--- src/logic/mtm_pkg.sv ---
// constants and types shared by the meter test-mode controller
// assumes a single 100 MHz clock domain
`default_nettype none
package mtm_pkg;
  // clock and timing
  localparam int CLK_KHZ      = 100_000;
  localparam int MS_TIME      = 1;
  localparam int MS_CYC       = MS_TIME * CLK_KHZ;
  localparam int DEBOUNCE_MS  = 10;
  localparam int DEBOUNCE_CYC = DEBOUNCE_MS * CLK_KHZ;
  localparam int BLINK_MS     = 500;
  localparam int BLINK_CYC    = BLINK_MS * CLK_KHZ;
  // register map, byte addresses
  localparam int ADDR_W       = 8;
  localparam logic [7:0] OFS_CTRL   = 8'h00;
  localparam logic [7:0] OFS_WEIGHT = 8'h04;
  localparam logic [7:0] OFS_WIDTH  = 8'h08;
  localparam logic [7:0] OFS_STATUS = 8'h0c;
  localparam logic [7:0] OFS_TVAL   = 8'h10;
  localparam logic [7:0] OFS_PRESET = 8'h14;
  // control fields
  localparam int CTRL_EN_BIT    = 0;
  localparam int CTRL_FORMC_BIT = 1;
  localparam int CTRL_TEST_BIT  = 2;
  localparam int CTRL_SRC_LSB   = 4;
  // pulse weight in milliwatt-hours, width in ms
  localparam int WEIGHT_W = 16;
  localparam int WIDTH_W  = 10;
  localparam logic [15:0] WEIGHT_RESET = 16'h0708;
  localparam logic [9:0]  WIDTH_RESET  = 10'h064;
  localparam logic [9:0]  WIDTH_MIN_MS = 10'h005;
  localparam logic [9:0]  WIDTH_MAX_MS = 10'h27b;
  localparam int SRC_N = 6;
  typedef enum logic [2:0] {
    SCR_WH_DEL, SCR_WH_REC, SCR_VARH_Q12, SCR_VARH_Q34,
    SCR_VAH_Q14, SCR_VAH_Q23, SCR_DMD_ROLL, SCR_DMD_BLOCK
  } mtm_screen_t;
  typedef enum logic [2:0] {
    SRC_WH_DEL, SRC_WH_REC, SRC_VARH_DEL, SRC_VARH_REC,
    SRC_VAH_Q1, SRC_VAH_Q3
  } mtm_src_t;
endpackage
`default_nettype wire

--- src/logic/mtm_debounce.sv ---
// push-button synchroniser and debouncer with press/release pulses
// assumes an active-high button level from a pin, any timing
`default_nettype none
module mtm_debounce #(
  parameter int CYC_P = mtm_pkg::DEBOUNCE_CYC
) (
  input  wire logic clk_i,
  input  wire logic nrst_i,
  input  wire logic ce_i,
  input  wire logic pin_i,
  output logic      press_o,
  output logic      release_o
);
  import mtm_pkg::*;
  localparam int CW = $clog2(CYC_P + 1);
  logic [2:0]    sync;
  logic          level;
  logic [CW-1:0] cnt;
  wire           agree  = sync[1] == sync[2];
  wire           differ = agree && (sync[2] != level);
  wire           done   = differ && (cnt == CW'(CYC_P - 1));
  // three-stage chain; only stages two and three are compared
  always_ff @(posedge clk_i or negedge nrst_i) begin
    if (!nrst_i) begin
      sync      <= 3'h0;
      level     <= 1'b0;
      cnt       <= '0;
      press_o   <= 1'b0;
      release_o <= 1'b0;
    end else if (ce_i) begin
      sync      <= {sync[1:0], pin_i};
      cnt       <= (differ && !done) ? cnt + 1'b1 : '0;
      press_o   <= done && sync[2];
      release_o <= done && !sync[2];
      if (done) begin
        level <= sync[2];
      end
    end
  end
endmodule
`default_nettype wire

--- src/logic/mtm_pulse_gen.sv ---
// calibration pulse generator: energy quanta in, timed pulse out
// assumes tick_i is one pulse per milliwatt-hour, same clock
`default_nettype none
module mtm_pulse_gen #(
  parameter int MS_CYC_P = mtm_pkg::MS_CYC
) (
  input  wire logic                          clk_i,
  input  wire logic                          nrst_i,
  input  wire logic                          ce_i,
  input  wire logic                          en_i,
  input  wire logic                          form_c_i,
  input  wire logic                          tick_i,
  input  wire logic [mtm_pkg::WEIGHT_W-1:0]  weight_i,
  input  wire logic [mtm_pkg::WIDTH_W-1:0]   width_ms_i,
  output logic                               led_o,
  output logic                               relay_k_o,
  output logic                               relay_z_o
);
  import mtm_pkg::*;
  localparam int MW = $clog2(MS_CYC_P + 1);
  logic [WEIGHT_W-1:0] acc;
  logic [WIDTH_W-1:0]  ms_left;
  logic [MW-1:0]       ms_div;
  logic                form_state;
  wire [WEIGHT_W:0] acc_inc = {1'b0, acc} + 1'b1;
  wire fire   = en_i && tick_i && (acc_inc >= {1'b0, weight_i});
  wire ms_end = led_o && (ms_div == MW'(MS_CYC_P - 1));
  // form a closes one contact; form c swaps contacts per pulse
  assign relay_k_o = form_c_i ? form_state : led_o;
  assign relay_z_o = form_c_i && !form_state;
  // a pulse due while one is still out is dropped, not queued
  always_ff @(posedge clk_i or negedge nrst_i) begin
    if (!nrst_i) begin
      acc <= '0;
      ms_left <= '0;
      ms_div <= '0;
      led_o <= 1'b0;
      form_state <= 1'b0;
    end else if (ce_i) begin
      acc <= !en_i ? '0 : fire ? '0 : tick_i ? acc_inc[WEIGHT_W-1:0] : acc;
      if (!en_i) begin
        led_o <= 1'b0;
      end else if (fire && !led_o) begin
        led_o <= 1'b1;
        ms_left <= width_ms_i;
        ms_div <= '0;
        form_state <= !form_state;
      end else if (ms_end) begin
        ms_div <= '0;
        ms_left <= ms_left - 1'b1;
        led_o <= (ms_left != 10'h001);
      end else if (led_o) begin
        ms_div <= ms_div + 1'b1;
      end
    end
  end
  AST_FORMA_Z: assert property (
    @(posedge clk_i) disable iff (!nrst_i)
    !form_c_i |-> !relay_z_o) else $error("form a drives z");
  AST_OFF: assert property (
    @(posedge clk_i) disable iff (!nrst_i)
    (ce_i && !en_i) |=> !led_o) else $error("pulse while off");
  AST_FIRE: assert property (
    @(posedge clk_i) disable iff (!nrst_i)
    (ce_i && fire && !led_o) |=> led_o) else $error("no pulse");
endmodule
`default_nettype wire

--- src/logic/mtm_test_mode_ctrl.sv ---
// meter test-mode controller: pulse output, test screens, billing
// freeze; assumes energy ticks and phase flags on this clock and
// buttons arriving straight from pins
//
// Our own choices: the placing of the registers and the address-and-strobe port.
`default_nettype none
// Operation
// - emit calibration pulses per programmed weight
// - pulse width programmable 5 to 635 ms
// - weight defaults to 1.800 Wh
// - pulse enable and form a/c selectable
// - eight test screens in fixed order
// - blank phase indicator without voltage
// - blink indicator without current, steady with
// - test mode freezes billing register updates
// - test mode shows base units
// - no auto-scroll, advance on test press
// - pulse source follows selected test screen
// - reset button clears test values, restarts block
// - test reset keeps current screen
// - power-up always in normal mode
// - ir and port one stay available
// - presets load into billing at exit
// - no new maximum demand during test
module mtm_test_mode_ctrl #(
  parameter int MS_CYC_P       = mtm_pkg::MS_CYC,
  parameter int DEBOUNCE_CYC_P = mtm_pkg::DEBOUNCE_CYC,
  parameter int BLINK_CYC_P    = mtm_pkg::BLINK_CYC
) (
  input  wire logic                         clk_i,
  input  wire logic                         nrst_i,
  input  wire logic                         ce_i,
  input  wire logic [mtm_pkg::ADDR_W-1:0]   addr_i,
  input  wire logic [31:0]                  wr_data_i,
  input  wire logic                         wr_i,
  input  wire logic                         rd_i,
  output logic      [31:0]                  rd_data_o,
  input  wire logic                         test_btn_i,
  input  wire logic                         reset_btn_i,
  input  wire logic [mtm_pkg::SRC_N-1:0]    energy_tick_i,
  input  wire logic [2:0]                   volt_present_i,
  input  wire logic [2:0]                   current_flow_i,
  output logic                              led_o,
  output logic                              pulse_relay_output_k_o,
  output logic                              pulse_relay_output_z_o,
  output logic                              test_mode_o,
  output logic      [2:0]                   screen_o,
  output logic                              base_units_o,
  output logic                              autoscroll_en_o,
  output logic                              billing_update_en_o,
  output logic                              max_demand_rec_en_o,
  output logic                              block_restart_o,
  output logic      [2:0]                   phase_ind_o,
  output logic                              ir_port_en_o,
  output logic                              com1_port_en_o,
  output logic      [31:0]                  preset_value_o,
  output logic                              preset_load_o
);
  import mtm_pkg::*;
  typedef enum logic {ST_NORMAL, ST_TEST} mtm_mode_t;
  localparam int BW = $clog2(BLINK_CYC_P + 1);

  // address match used by every decode below
  function automatic logic hit(input logic [ADDR_W-1:0] a,
                               input logic [ADDR_W-1:0] ofs);
    hit = (a == ofs);
  endfunction

  // pulse source for each test screen
  function automatic mtm_src_t src_of(input mtm_screen_t s);
    case (s)
      SCR_WH_REC:   src_of = SRC_WH_REC;
      SCR_VARH_Q12: src_of = SRC_VARH_DEL;
      SCR_VARH_Q34: src_of = SRC_VARH_REC;
      SCR_VAH_Q14:  src_of = SRC_VAH_Q1;
      SCR_VAH_Q23:  src_of = SRC_VAH_Q3;
      default:      src_of = SRC_WH_DEL;
    endcase
  endfunction

  mtm_mode_t           mode;
  mtm_mode_t           next_mode;
  mtm_screen_t         screen;
  mtm_screen_t         next_screen;
  logic                pulse_en;
  logic                form_c;
  logic [2:0]          chan;
  logic [WEIGHT_W-1:0] weight;
  logic [WIDTH_W-1:0]  width_ms;
  logic [31:0]         test_value;
  logic [31:0]         next_rd_data;
  logic [BW-1:0]       blink_cnt;
  logic                blink_on;
  logic                test_press;
  logic                reset_release;

  // buttons: synchronised, debounced, one event per press
  mtm_debounce #(.CYC_P(DEBOUNCE_CYC_P)) u_test_btn (
    .clk_i     (clk_i),
    .nrst_i    (nrst_i),
    .ce_i      (ce_i),
    .pin_i     (test_btn_i),
    .press_o   (test_press),
    .release_o ()
  );
  mtm_debounce #(.CYC_P(DEBOUNCE_CYC_P)) u_reset_btn (
    .clk_i     (clk_i),
    .nrst_i    (nrst_i),
    .ce_i      (ce_i),
    .pin_i     (reset_btn_i),
    .press_o   (),
    .release_o (reset_release)
  );

  // register write decode
  wire wr_ctrl   = wr_i && hit(addr_i, OFS_CTRL);
  wire wr_weight = wr_i && hit(addr_i, OFS_WEIGHT);
  wire wr_width  = wr_i && hit(addr_i, OFS_WIDTH);
  wire wr_preset = wr_i && hit(addr_i, OFS_PRESET);
  wire in_test   = (mode == ST_TEST);
  wire enter     = wr_ctrl && wr_data_i[CTRL_TEST_BIT];
  wire leave     = in_test && wr_ctrl && !wr_data_i[CTRL_TEST_BIT];
  wire test_rst  = in_test && reset_release;

  // out-of-range widths are clamped rather than refused
  wire [WIDTH_W-1:0] wr_w = wr_data_i[WIDTH_W-1:0];
  wire [WIDTH_W-1:0] width_val =
    (wr_data_i[31:WIDTH_W] != '0 || wr_w > WIDTH_MAX_MS) ? WIDTH_MAX_MS :
    (wr_w < WIDTH_MIN_MS) ? WIDTH_MIN_MS : wr_w;

  // pulse source: screen in test mode, assigned channel otherwise
  wire [2:0] sel_src = in_test ? 3'(src_of(screen)) : chan;
  wire       sel_tick = (sel_src < 3'(SRC_N)) && energy_tick_i[sel_src];

  // mode sequencing: only a register write enters or leaves
  always_comb begin
    next_mode = mode;
    case (mode)
      ST_NORMAL: if (enter) next_mode = ST_TEST;
      ST_TEST:   if (leave) next_mode = ST_NORMAL;
      default:   next_mode = ST_NORMAL;
    endcase
  end

  // screen advances only on a press; a test reset leaves it alone
  always_comb begin
    next_screen = screen;
    if (!in_test && enter) begin
      next_screen = SCR_WH_DEL;
    end else if (in_test && test_press) begin
      next_screen = mtm_screen_t'(screen + 3'h1);
    end
  end

  // state resets to normal mode: a power cycle drops any test
  always_ff @(posedge clk_i or negedge nrst_i) begin
    if (!nrst_i) begin
      mode   <= ST_NORMAL;
      screen <= SCR_WH_DEL;
    end else if (ce_i) begin
      mode   <= next_mode;
      screen <= next_screen;
    end
  end

  // configuration registers
  always_ff @(posedge clk_i or negedge nrst_i) begin
    if (!nrst_i) begin
      pulse_en       <= 1'b1;
      form_c         <= 1'b0;
      chan           <= 3'h0;
      weight         <= WEIGHT_RESET;
      width_ms       <= WIDTH_RESET;
      preset_value_o <= 32'h0;
    end else if (ce_i) begin
      if (wr_ctrl) begin
        pulse_en <= wr_data_i[CTRL_EN_BIT];
        form_c   <= wr_data_i[CTRL_FORMC_BIT];
        chan     <= wr_data_i[CTRL_SRC_LSB +: 3];
      end
      if (wr_weight) weight <= wr_data_i[WEIGHT_W-1:0];
      if (wr_width) width_ms <= width_val;
      if (wr_preset && in_test) preset_value_o <= wr_data_i;
    end
  end

  // test quantity accumulates the selected source while testing
  always_ff @(posedge clk_i or negedge nrst_i) begin
    if (!nrst_i) begin
      test_value      <= 32'h0;
      block_restart_o <= 1'b0;
      preset_load_o   <= 1'b0;
    end else if (ce_i) begin
      block_restart_o <= test_rst || (!in_test && enter);
      preset_load_o   <= leave;
      if (test_rst || (!in_test && enter)) begin
        test_value <= 32'h0;
      end else if (in_test && sel_tick) begin
        test_value <= test_value + 32'h1;
      end
    end
  end

  // blink timebase for phases with voltage but no current
  always_ff @(posedge clk_i or negedge nrst_i) begin
    if (!nrst_i) begin
      blink_cnt <= '0;
      blink_on  <= 1'b0;
    end else if (ce_i) begin
      if (blink_cnt == BW'(BLINK_CYC_P - 1)) begin
        blink_cnt <= '0;
        blink_on  <= !blink_on;
      end else begin
        blink_cnt <= blink_cnt + 1'b1;
      end
    end
  end

  // per-phase indicator
  for (genvar g = 0; g < 3; g++) begin : g_phase
    always_ff @(posedge clk_i or negedge nrst_i) begin
      if (!nrst_i) begin
        phase_ind_o[g] <= 1'b0;
      end else if (ce_i) begin
        phase_ind_o[g] <= volt_present_i[g] &&
                          (current_flow_i[g] || blink_on);
      end
    end
  end

  // read mux; unmapped addresses read zero
  always_comb begin
    next_rd_data = 32'h0;
    if (hit(addr_i, OFS_CTRL)) begin
      next_rd_data = {25'h0, chan, 1'b0, in_test, form_c, pulse_en};
    end else if (hit(addr_i, OFS_WEIGHT)) begin
      next_rd_data = {16'h0, weight};
    end else if (hit(addr_i, OFS_WIDTH)) begin
      next_rd_data = {22'h0, width_ms};
    end else if (hit(addr_i, OFS_STATUS)) begin
      next_rd_data = {25'h0, phase_ind_o, screen, in_test};
    end else if (hit(addr_i, OFS_TVAL)) begin
      next_rd_data = test_value;
    end else if (hit(addr_i, OFS_PRESET)) begin
      next_rd_data = preset_value_o;
    end
  end

  // read data stands only in the cycle after the strobe
  always_ff @(posedge clk_i or negedge nrst_i) begin
    if (!nrst_i) begin
      rd_data_o <= 32'h0;
    end else if (ce_i) begin
      rd_data_o <= rd_i ? next_rd_data : 32'h0;
    end
  end

  // mode-driven outputs; billing and max demand freeze in test
  assign test_mode_o         = in_test;
  assign screen_o            = screen;
  assign base_units_o        = in_test;
  assign autoscroll_en_o     = !in_test;
  assign billing_update_en_o = !in_test;
  assign max_demand_rec_en_o = !in_test;
  assign ir_port_en_o        = 1'b1;
  assign com1_port_en_o      = 1'b1;

  mtm_pulse_gen #(.MS_CYC_P(MS_CYC_P)) u_pulse (
    .clk_i      (clk_i),
    .nrst_i     (nrst_i),
    .ce_i       (ce_i),
    .en_i       (pulse_en),
    .form_c_i   (form_c),
    .tick_i     (sel_tick),
    .weight_i   (weight),
    .width_ms_i (width_ms),
    .led_o      (led_o),
    .relay_k_o  (pulse_relay_output_k_o),
    .relay_z_o  (pulse_relay_output_z_o)
  );

  // rule checks; the weight check relies on the async register reset
  AST_PWRUP_NORMAL: assert property (
    @(posedge clk_i) disable iff (!nrst_i)
    $past(!nrst_i) |-> !test_mode_o && weight == WEIGHT_RESET)
    else $error("not normal with default weight after reset");
  AST_WIDTH_RANGE: assert property (
    @(posedge clk_i) disable iff (!nrst_i)
    width_ms >= WIDTH_MIN_MS && width_ms <= WIDTH_MAX_MS)
    else $error("pulse width out of range");
  AST_SCREEN_STEP: assert property (
    @(posedge clk_i) disable iff (!nrst_i)
    (ce_i && in_test && test_press && !leave) |=>
      screen_o == 3'($past(screen_o) + 3'h1))
    else $error("screen did not step");
  AST_SCREEN_HOLD: assert property (
    @(posedge clk_i) disable iff (!nrst_i)
    (ce_i && in_test && !test_press) |=> $stable(screen_o))
    else $error("screen moved without press");
  AST_SRC_DEMAND: assert property (
    @(posedge clk_i) disable iff (!nrst_i)
    (in_test && screen_o[2:1] == 2'b11) |-> sel_src == 3'h0)
    else $error("demand screen not on delivered wh");
  AST_TEST_RESET: assert property (
    @(posedge clk_i) disable iff (!nrst_i)
    (ce_i && test_rst && !test_press && !leave) |=>
      test_value == 32'h0 && block_restart_o && $stable(screen_o))
    else $error("test reset incomplete");
  AST_KEEP_SCREEN: assert property (
    @(posedge clk_i) disable iff (!nrst_i)
    (ce_i && test_rst && !test_press) |=> screen_o == $past(screen_o))
    else $error("reset changed screen");
  AST_BILL_FREEZE: assert property (
    @(posedge clk_i) disable iff (!nrst_i)
    test_mode_o |-> !billing_update_en_o && !max_demand_rec_en_o &&
      base_units_o && !autoscroll_en_o)
    else $error("billing live in test");
  AST_COMM: assert property (
    @(posedge clk_i) disable iff (!nrst_i)
    test_mode_o |-> ir_port_en_o && com1_port_en_o)
    else $error("comm port lost in test");
  AST_PRESET: assert property (
    @(posedge clk_i) disable iff (!nrst_i)
    (ce_i && leave) |=> preset_load_o && !test_mode_o)
    else $error("preset not loaded at exit");
  AST_PHASE_BLANK: assert property (
    @(posedge clk_i) disable iff (!nrst_i)
    (ce_i && !volt_present_i[0]) |=> !phase_ind_o[0])
    else $error("phase shown without voltage");
  AST_PHASE_STEADY: assert property (
    @(posedge clk_i) disable iff (!nrst_i)
    (ce_i && volt_present_i[1] && current_flow_i[1]) |=> phase_ind_o[1])
    else $error("phase not steady with current");
  CVR_WRAP: cover property (@(posedge clk_i) disable iff (!nrst_i)
    in_test && screen_o == 3'h7 ##1 screen_o == 3'h0);
  CVR_RESET: cover property (@(posedge clk_i) disable iff (!nrst_i)
    test_rst && screen_o == 3'h3);
  CVR_PULSE: cover property (@(posedge clk_i) disable iff (!nrst_i)
    in_test && $rose(led_o));
  CVR_EXIT: cover property (@(posedge clk_i) disable iff (!nrst_i)
    preset_load_o);
endmodule
`default_nettype wire

--- config.mk ---
export PLATFORM = sky130hd
export DESIGN_NAME = mtm_test_mode_ctrl
export DESIGN_NICKNAME = d
export VERILOG_FILES = /design/src/logic/mtm_pkg.sv /design/src/logic/mtm_debounce.sv /design/src/logic/mtm_pulse_gen.sv /design/src/logic/mtm_test_mode_ctrl.sv
export SDC_FILE = /design/constraint.sdc
export NUM_CORES = 1
export LEC_CHECK = 0
export BUFFER_PORTS_ARGS = -buffer_cell sky130_fd_sc_hd__buf_2
export CORE_AREA = 2 2 232 120
export DETAILED_ROUTE_END_ITERATION = 6
export DIE_AREA = 0 0 234 122
export MAX_ROUTING_LAYER = met4
export PLACE_DENSITY = 0.75
export SYNTH_ARGS = -nofsm -noshare
export SYNTH_HDL_FRONTEND = slang
export SYNTH_SLANG_ARGS = --single-unit
--- constraint.sdc ---
create_clock -name clk_i -period 6.2 [get_ports clk_i]
set_clock_uncertainty 0.2 [all_clocks]
set_input_delay 1.24 -clock clk_i [delete_from_list [all_inputs] [get_ports clk_i]]
set_output_delay 1.24 -clock clk_i [all_outputs]
set_load 0.02 [all_outputs]
Word-level counts from Yosys, hierarchy flattened
Index checks and enable logic that the tools add are counted.

cells by class
  reductions and logical operators = 62
  bitwise operators = 1
  magnitude comparators = 5
  equality and inequality tests = 21
  $add $sub $neg = 8
  multiplexer cells = 35

operator list
  cell                                                    number
  2-to-1 mux 32 bit                                       9
  2-to-1 mux 17 bit                                       3
  2-to-1 mux 16 bit                                       3
  adder 20 x 1 -> 20 bit (second input constant)          2
  == test 20 bit (second input constant)                  2
  2-to-1 mux 10 bit                                       4
  2-to-1 mux 20 bit                                       2
  adder 32 x 1 -> 32 bit (second input constant)          1
  logical AND 1 bit                                       29
  adder 26 x 1 -> 26 bit (second input constant)          1
  == test 26 bit (second input constant)                  1
  2-to-1 mux 26 bit                                       1
  AND reduction 2 bit                                     11
  nonzero test 22 bit                                     1
  adder 16 x 1 -> 17 bit (second input constant)          1
  adder 17 x 1 -> 17 bit (second input constant)          1
  == test 17 bit (second input constant)                  1
  greater-or-equal comparator 17 x 16 -> 1 bit            1
  == test 8 x 4 -> 1 bit (second input constant)          2
  == test 8 x 5 -> 1 bit (second input constant)          2
  one-hot mux 3 bit (5 select lines)                      1
  greater-than comparator 10 bit (second input constant)  1
  < comparator 10 x 3 -> 1 bit (second input constant)    1
  != test 10 x 1 -> 1 bit (second input constant)         1
  other kinds (22)                                        50

word-level totals
  output and inout bits = 82
  logic and storage cells = 162
  register bits after elaboration = 258
  input port bits = 59

Depth between registers and ports, before layout
  word-level depth = 11
  gate-level depth with buffers = 16
  mapped depth without buffers = 14

Cells and area by module
A second synthesis with hierarchy kept.

unflattened totals
  cell total of the unflattened synthesis = 1382
  area total of the unflattened synthesis = 13985.9 sq um

modules (own cells, without submodules)
  module              area an instance (sq um)  sequential area each (sq um)  cells each  times used
  mtm_test_mode_ctrl  8134.1                    4088.9                        743         1
  mtm_pulse_gen       3049.2                    1126.1                        363         1
  mtm_debounce        1401.3                    650.6                         138         2

Worst setup path after synthesis
OpenSTA, ideal clock, no wires.

  kind = flip-flop to flip-flop
  from = register u_pulse.acc[0]
  to = register u_pulse.ms_div[8]
  arrival = 2.975 ns
  buffers on the path = 2
  setup time = 0.130 ns
  required time = 5.870 ns
  stages on the path, launching flop included = 16
  path slack = 2.896 ns
  cells stage by stage = dfrtp_1 -> ha_1 -> nand4_1 -> nor2_1 -> nand2_1 -> nor2_1 -> xor2_1 -> ha_1 -> nand3_1 -> nor3_1 -> o41a_1 -> o221ai_2 -> buf_4 -> buf_4 -> o31ai_1 -> a21oi_1

between the ends
  longest elaborated chain between the ends = 6
  elaborated cells between the ends (all ways) = 7

RTL lines
  element                                           line                 text
  start: declaration                                mtm_pulse_gen.sv:21  logic [WEIGHT_W-1:0] acc;
  start signal: assignment                          mtm_pulse_gen.sv:40  acc <= !en_i ? '0 : fire ? '0 : tick_i ? acc_inc[WEIGHT_W-1:0] : acc;
  adder 16 x 1 -> 17 bit (*)                        mtm_pulse_gen.sv:25  wire [WEIGHT_W:0] acc_inc = {1'b0, acc} + 1'b1;
  greater-or-equal comparator 17 x 16 -> 1 bit (*)  mtm_pulse_gen.sv:26  wire fire = en_i && tick_i && (acc_inc >= {1'b0, weight_i});
  logical AND 1 bit (*)                             mtm_pulse_gen.sv:26
  logical AND 1 bit (*)                             mtm_pulse_gen.sv:43  end else if (fire && !led_o) begin
  nonzero test 3 bit (no source line)               n/a
  AND reduction 3 bit (no source line)              n/a
  end signal: assignment                            mtm_pulse_gen.sv:53  ms_div <= ms_div + 1'b1;
  end: declaration                                  mtm_pulse_gen.sv:23  logic [MW-1:0] ms_div;

Every way passes the cells marked *; elsewhere a longest branch is shown, timed or not.
A chain may end at the register's enable or synchronous reset.

Worst setup path in the final report
  from = register u_pulse.acc[0]
  to = register u_pulse.ms_left[0]

between the ends
  longest elaborated chain between the ends = 6
  elaborated cells between the ends (all ways) = 7

RTL lines
  element                                           line                 text
  adder 16 x 1 -> 17 bit (*)                        mtm_pulse_gen.sv:25
  greater-or-equal comparator 17 x 16 -> 1 bit (*)  mtm_pulse_gen.sv:26
  logical AND 1 bit (*)                             mtm_pulse_gen.sv:26
  logical AND 1 bit (*)                             mtm_pulse_gen.sv:43
  nonzero test 2 bit (no source line)               n/a
  AND reduction 3 bit (no source line)              n/a
  end signal: assignment                            mtm_pulse_gen.sv:45  ms_left <= width_ms_i;
  end signal: assignment                            mtm_pulse_gen.sv:50  ms_left <= ms_left - 1'b1;
  end: declaration                                  mtm_pulse_gen.sv:22  logic [WIDTH_W-1:0] ms_left;

Marked as above.

==> reports/metrics.csv <==
stage,metric,value,unit
timing,drv_slew,0,
detailed_routing,route.detailed.drc,1,
pwr,p_leak,6.829,nW
clocking,cts_setup_buffers,0,
worst_setup_path,critPathMaxFanout,24,
detailed_routing,wl_per_cell,20.06,um
synthesis,synth-main-ff-cell,dfrtp_1,
job,drv_cap,0,
grt,grt-ovfl-total,0,
cells_and_area,multiInputGateArea,0.006566,mm^2
synthesis,synth.largest_area_cell,dfrtp_1,
timing,hold_viol_final,0,
timing,period_minus_slack,4501,ps
grt,antenna_found_initial,6,
timing,rsz0062_at_grt,no,
worst_setup_path,slowest_delay,880,ps
worst_setup_path,crit_chain,ha_1 > nand4_1 > nor2_1 > nand2_1 > nor2_1 > xor2_1 > ha_1 > a21o_1 > a21oi_1 > o2111ai_1 > o221ai_2 > a21oi_2 > o22a_1,
detailed_routing,ant_nets,0,
timing,max_freq,0.2222,GHz
floorplanning,die_h,122,um
clocking,worstSkewPairLatency,560,ps
floorplanning,pin_count,141,
clocking,htreeDepth,1,
synthesis,yosysMostFrequentCell,dfrtp_1,
detailed_routing,vias_per_cell,6.145,
worst_setup_path,cp-end-kind,flop,
grt,grt_pass1_vias,10237,
synthesis,synth-edff-count,0,
synthesis,yosysWarnings,0,
synthesis,synth.area.top_cells,"dfrtp_1 46%, mux2_2 5.3%, xnor2_1 3.2%, nor2_1 3.0%, nand3_1 2.7%",
worst_setup_path,arrival,4730,ps
min_path,min_from,blink_cnt[4]$_DFFE_PN0P_,
floorplanning,die_w,234,um
cells_and_area,num-fill-cells,2252,
pwr,ir_drop,0.1725,mV
synthesis,syn_inst,1312,
placed_design,hpwl,25610,um
grt,gr-usage-all-layers,26.35,%
worst_setup_path,crit_type,reg2reg,
worst_setup_path,critPathRequiredTime,6430,ps
grt,grt_max_degree,131,
placed_design,portBuffers,138,
worst_setup_path,startpoint,u_pulse.acc[0]$_DFFE_PN0P_,
detailed_routing,first_pass_iters,7,
timing,tightest_slew,1210,ps
cells_and_area,final_cells,1804,
timing,maxSlewHeadroom,19.35,%
detailed_routing,wirelength,36190,um
timing,period_share,72.60,%
synthesis,seq_area_frac_synth,47.70,%
outcome,status,finished with violations,
outcome,violations,DRC,
clocking,cts_buffers,25,
min_path,hp-class,reg2reg,
synthesis,synth_commonest_cells,"250 x dfrtp_1, 110 x nor2_1, 85 x nand2_1",
timing,fin_setup_tns,0,ps
clocking,clk_pin_slew,70,ps
synthesis,async_flop_share,100.0,%
cells_and_area,areaGrowthSynthToFinish,12.89,%
placed_design,dp_cells,1751,
floorplanning,fp.dieArea,0.02855,mm^2
clocking,clockRootBuffer,clkbuf_16,
worst_setup_path,cp_slowest_cell,o221ai_2,
synthesis,syn_area_per_cell,10.33,um^2
clocking,clockBufferDepth,3,
synthesis,ys_types,83,
timing,setup_viol,0,
clocking,cts_resized,0,
detailed_routing,drt_iter0_markers,1456,
synthesis,ys_ff_latch,258,
placed_design,place.gp.congestion,0.9085,
synthesis,synthesis.area,0.01356,mm^2
detailed_routing,vias,11086,
worst_setup_path,startpoint_type,flop,
floorplanning,coreArea,0.02685,mm^2
cells_and_area,fin_nets,1505,
cells_and_area,drive_gt1_share,21.16,%
floorplanning,initial_core_util,50.49,%
floorplanning,num_rows,43,
clocking,cts_sinks,258,
worst_setup_path,critPathTopFamily,compound AO/OA/AOI/OAI gates,
clocking,postCtsHoldBufs,0,
grt,grt_pass1_wl,57250,um
worst_setup_path,crit_buf_inv,0,
worst_setup_path,r2r_start,u_pulse.acc[0]$_DFFE_PN0P_,
cells_and_area,regArea,0.006466,mm^2
pwr,power_density,233.4,mW/mm^2
clocking,cts_tree,built,
synthesis,netlist.area_leader.share,46.15,%
[state kept, by name, summed over array words and instances (netlist names), 3 cells and up, named ones only]
name	flops
u_pulse.acc	16
blink_cnt	26
chan	3
rd_data_o	32
u_test_btn.cnt	20
phase_ind_o	3
preset_value_o	32
u_reset_btn.cnt	20
u_pulse.ms_left	10
u_test_btn.sync	3
test_value	32
u_reset_btn.sync	3
u_pulse.ms_div	17
screen_o	3
width_ms	10
weight	16
[logic make-up (layout without fill, tap and decap cells)]
logic type                 after synthesis  in the layout  share of synthesized area [%]
DFF                                    258            258                          47.70
buffers and inverters                  119            243                          3.941
AOI/OAI and AO/OA                      288            288                          16.14
other                                    1              9                        0.02766
adders and majority gates               28             28                          2.584
muxes                                   81             81                          6.618
and+or+nand+nor                        454            454                          17.62
xor gates and xnor gates                83             83                          5.363
[cells in the final DEF (no fill, tap or decap), drive strengths merged, types with 19 or more instances in the layout]
cell / n
ha: 28
nor3: 29
inv: 47
xnor2: 50
mux2: 66
clkbuf: 36
nand3: 74
nand4: 35
and3: 25
xor2: 33
o2bb2ai: 31
o21ai: 55
or3: 19
buf: 151
nor2: 111
dfrtp: 250
nand2: 86
a21oi: 58
[per-layer routing]
metal	vias to the layer above	GRT usage [%]	part of all wire (%)	wire [um]
met5	-	-	0	0
met4	0	3.600	1.1	400
met3	53	6.320	9.6	3459
met2	469	35.80	42	15360
met1	5492	40.34	47	16970
li1	5072	-	-	-
[where the power goes]
part           switching [mW]  internal (mW)  leakage [nW]  total [mW]
Combinational           0.162         0.0756          2.89       0.237
Clock                   0.684          0.885         0.403        1.57
Sequential             0.0450           1.72          3.53        1.77
[stage by stage]
stage	utilization [%]	setup WS (ps)	hold WS, ps	power (mW)	instance area, um^2
6_report	57.00	1699	278.3	3.571	15300
5_1_grt	56.99	1204	298.4	3.697	15300
4_1_cts	56.93	1711	275.8	3.585	15280
3_5_place_dp	53.84	1754	267.5	2.028	14450
3_3_place_gp	53.84	1965	262.3	2.019	14450
2_1_floorplan	-	2896	240.5	1.916	13560
[area by class of cell]
| cell class | count | share of cell area (%) |
|---|---|---|
| Antenna cell | 7 | 0.1145 |
| Clock buffer | 36 | 4.620 |
| Clock inverter | 10 | 0.8095 |
| Inverter | 46 | 1.128 |
| Multi-Input combinational cell | 936 | 42.91 |
| Sequential cell | 258 | 42.26 |
| Tap cell | 360 | 2.944 |
| Timing Repair Buffer | 151 | 5.217 |
[path summary, 6_finish.rpt]
| check | slack, ps | endpoint | cells after the start |
|---|---|---|---|
| min in group asynchronous | 590 | u_pulse.ms_div[15]$_DFFE_PN0P_ | 1 |
| max in group asynchronous | 3940 | test_value[29]$_DFFE_PN0P_ | 2 |
| hold / removal | 280 | blink_cnt[4]$_DFFE_PN0P_ | 1 |
| hold reg to reg | 280 | blink_cnt[4]$_DFFE_PN0P_ | 1 |
| setup reg to reg | 1700 | u_pulse.ms_left[0]$_DFFE_PN0P_ | 13 |
| setup / recovery | 1700 | u_pulse.ms_left[0]$_DFFE_PN0P_ | 13 |
(Power assumes the default switching activity.)
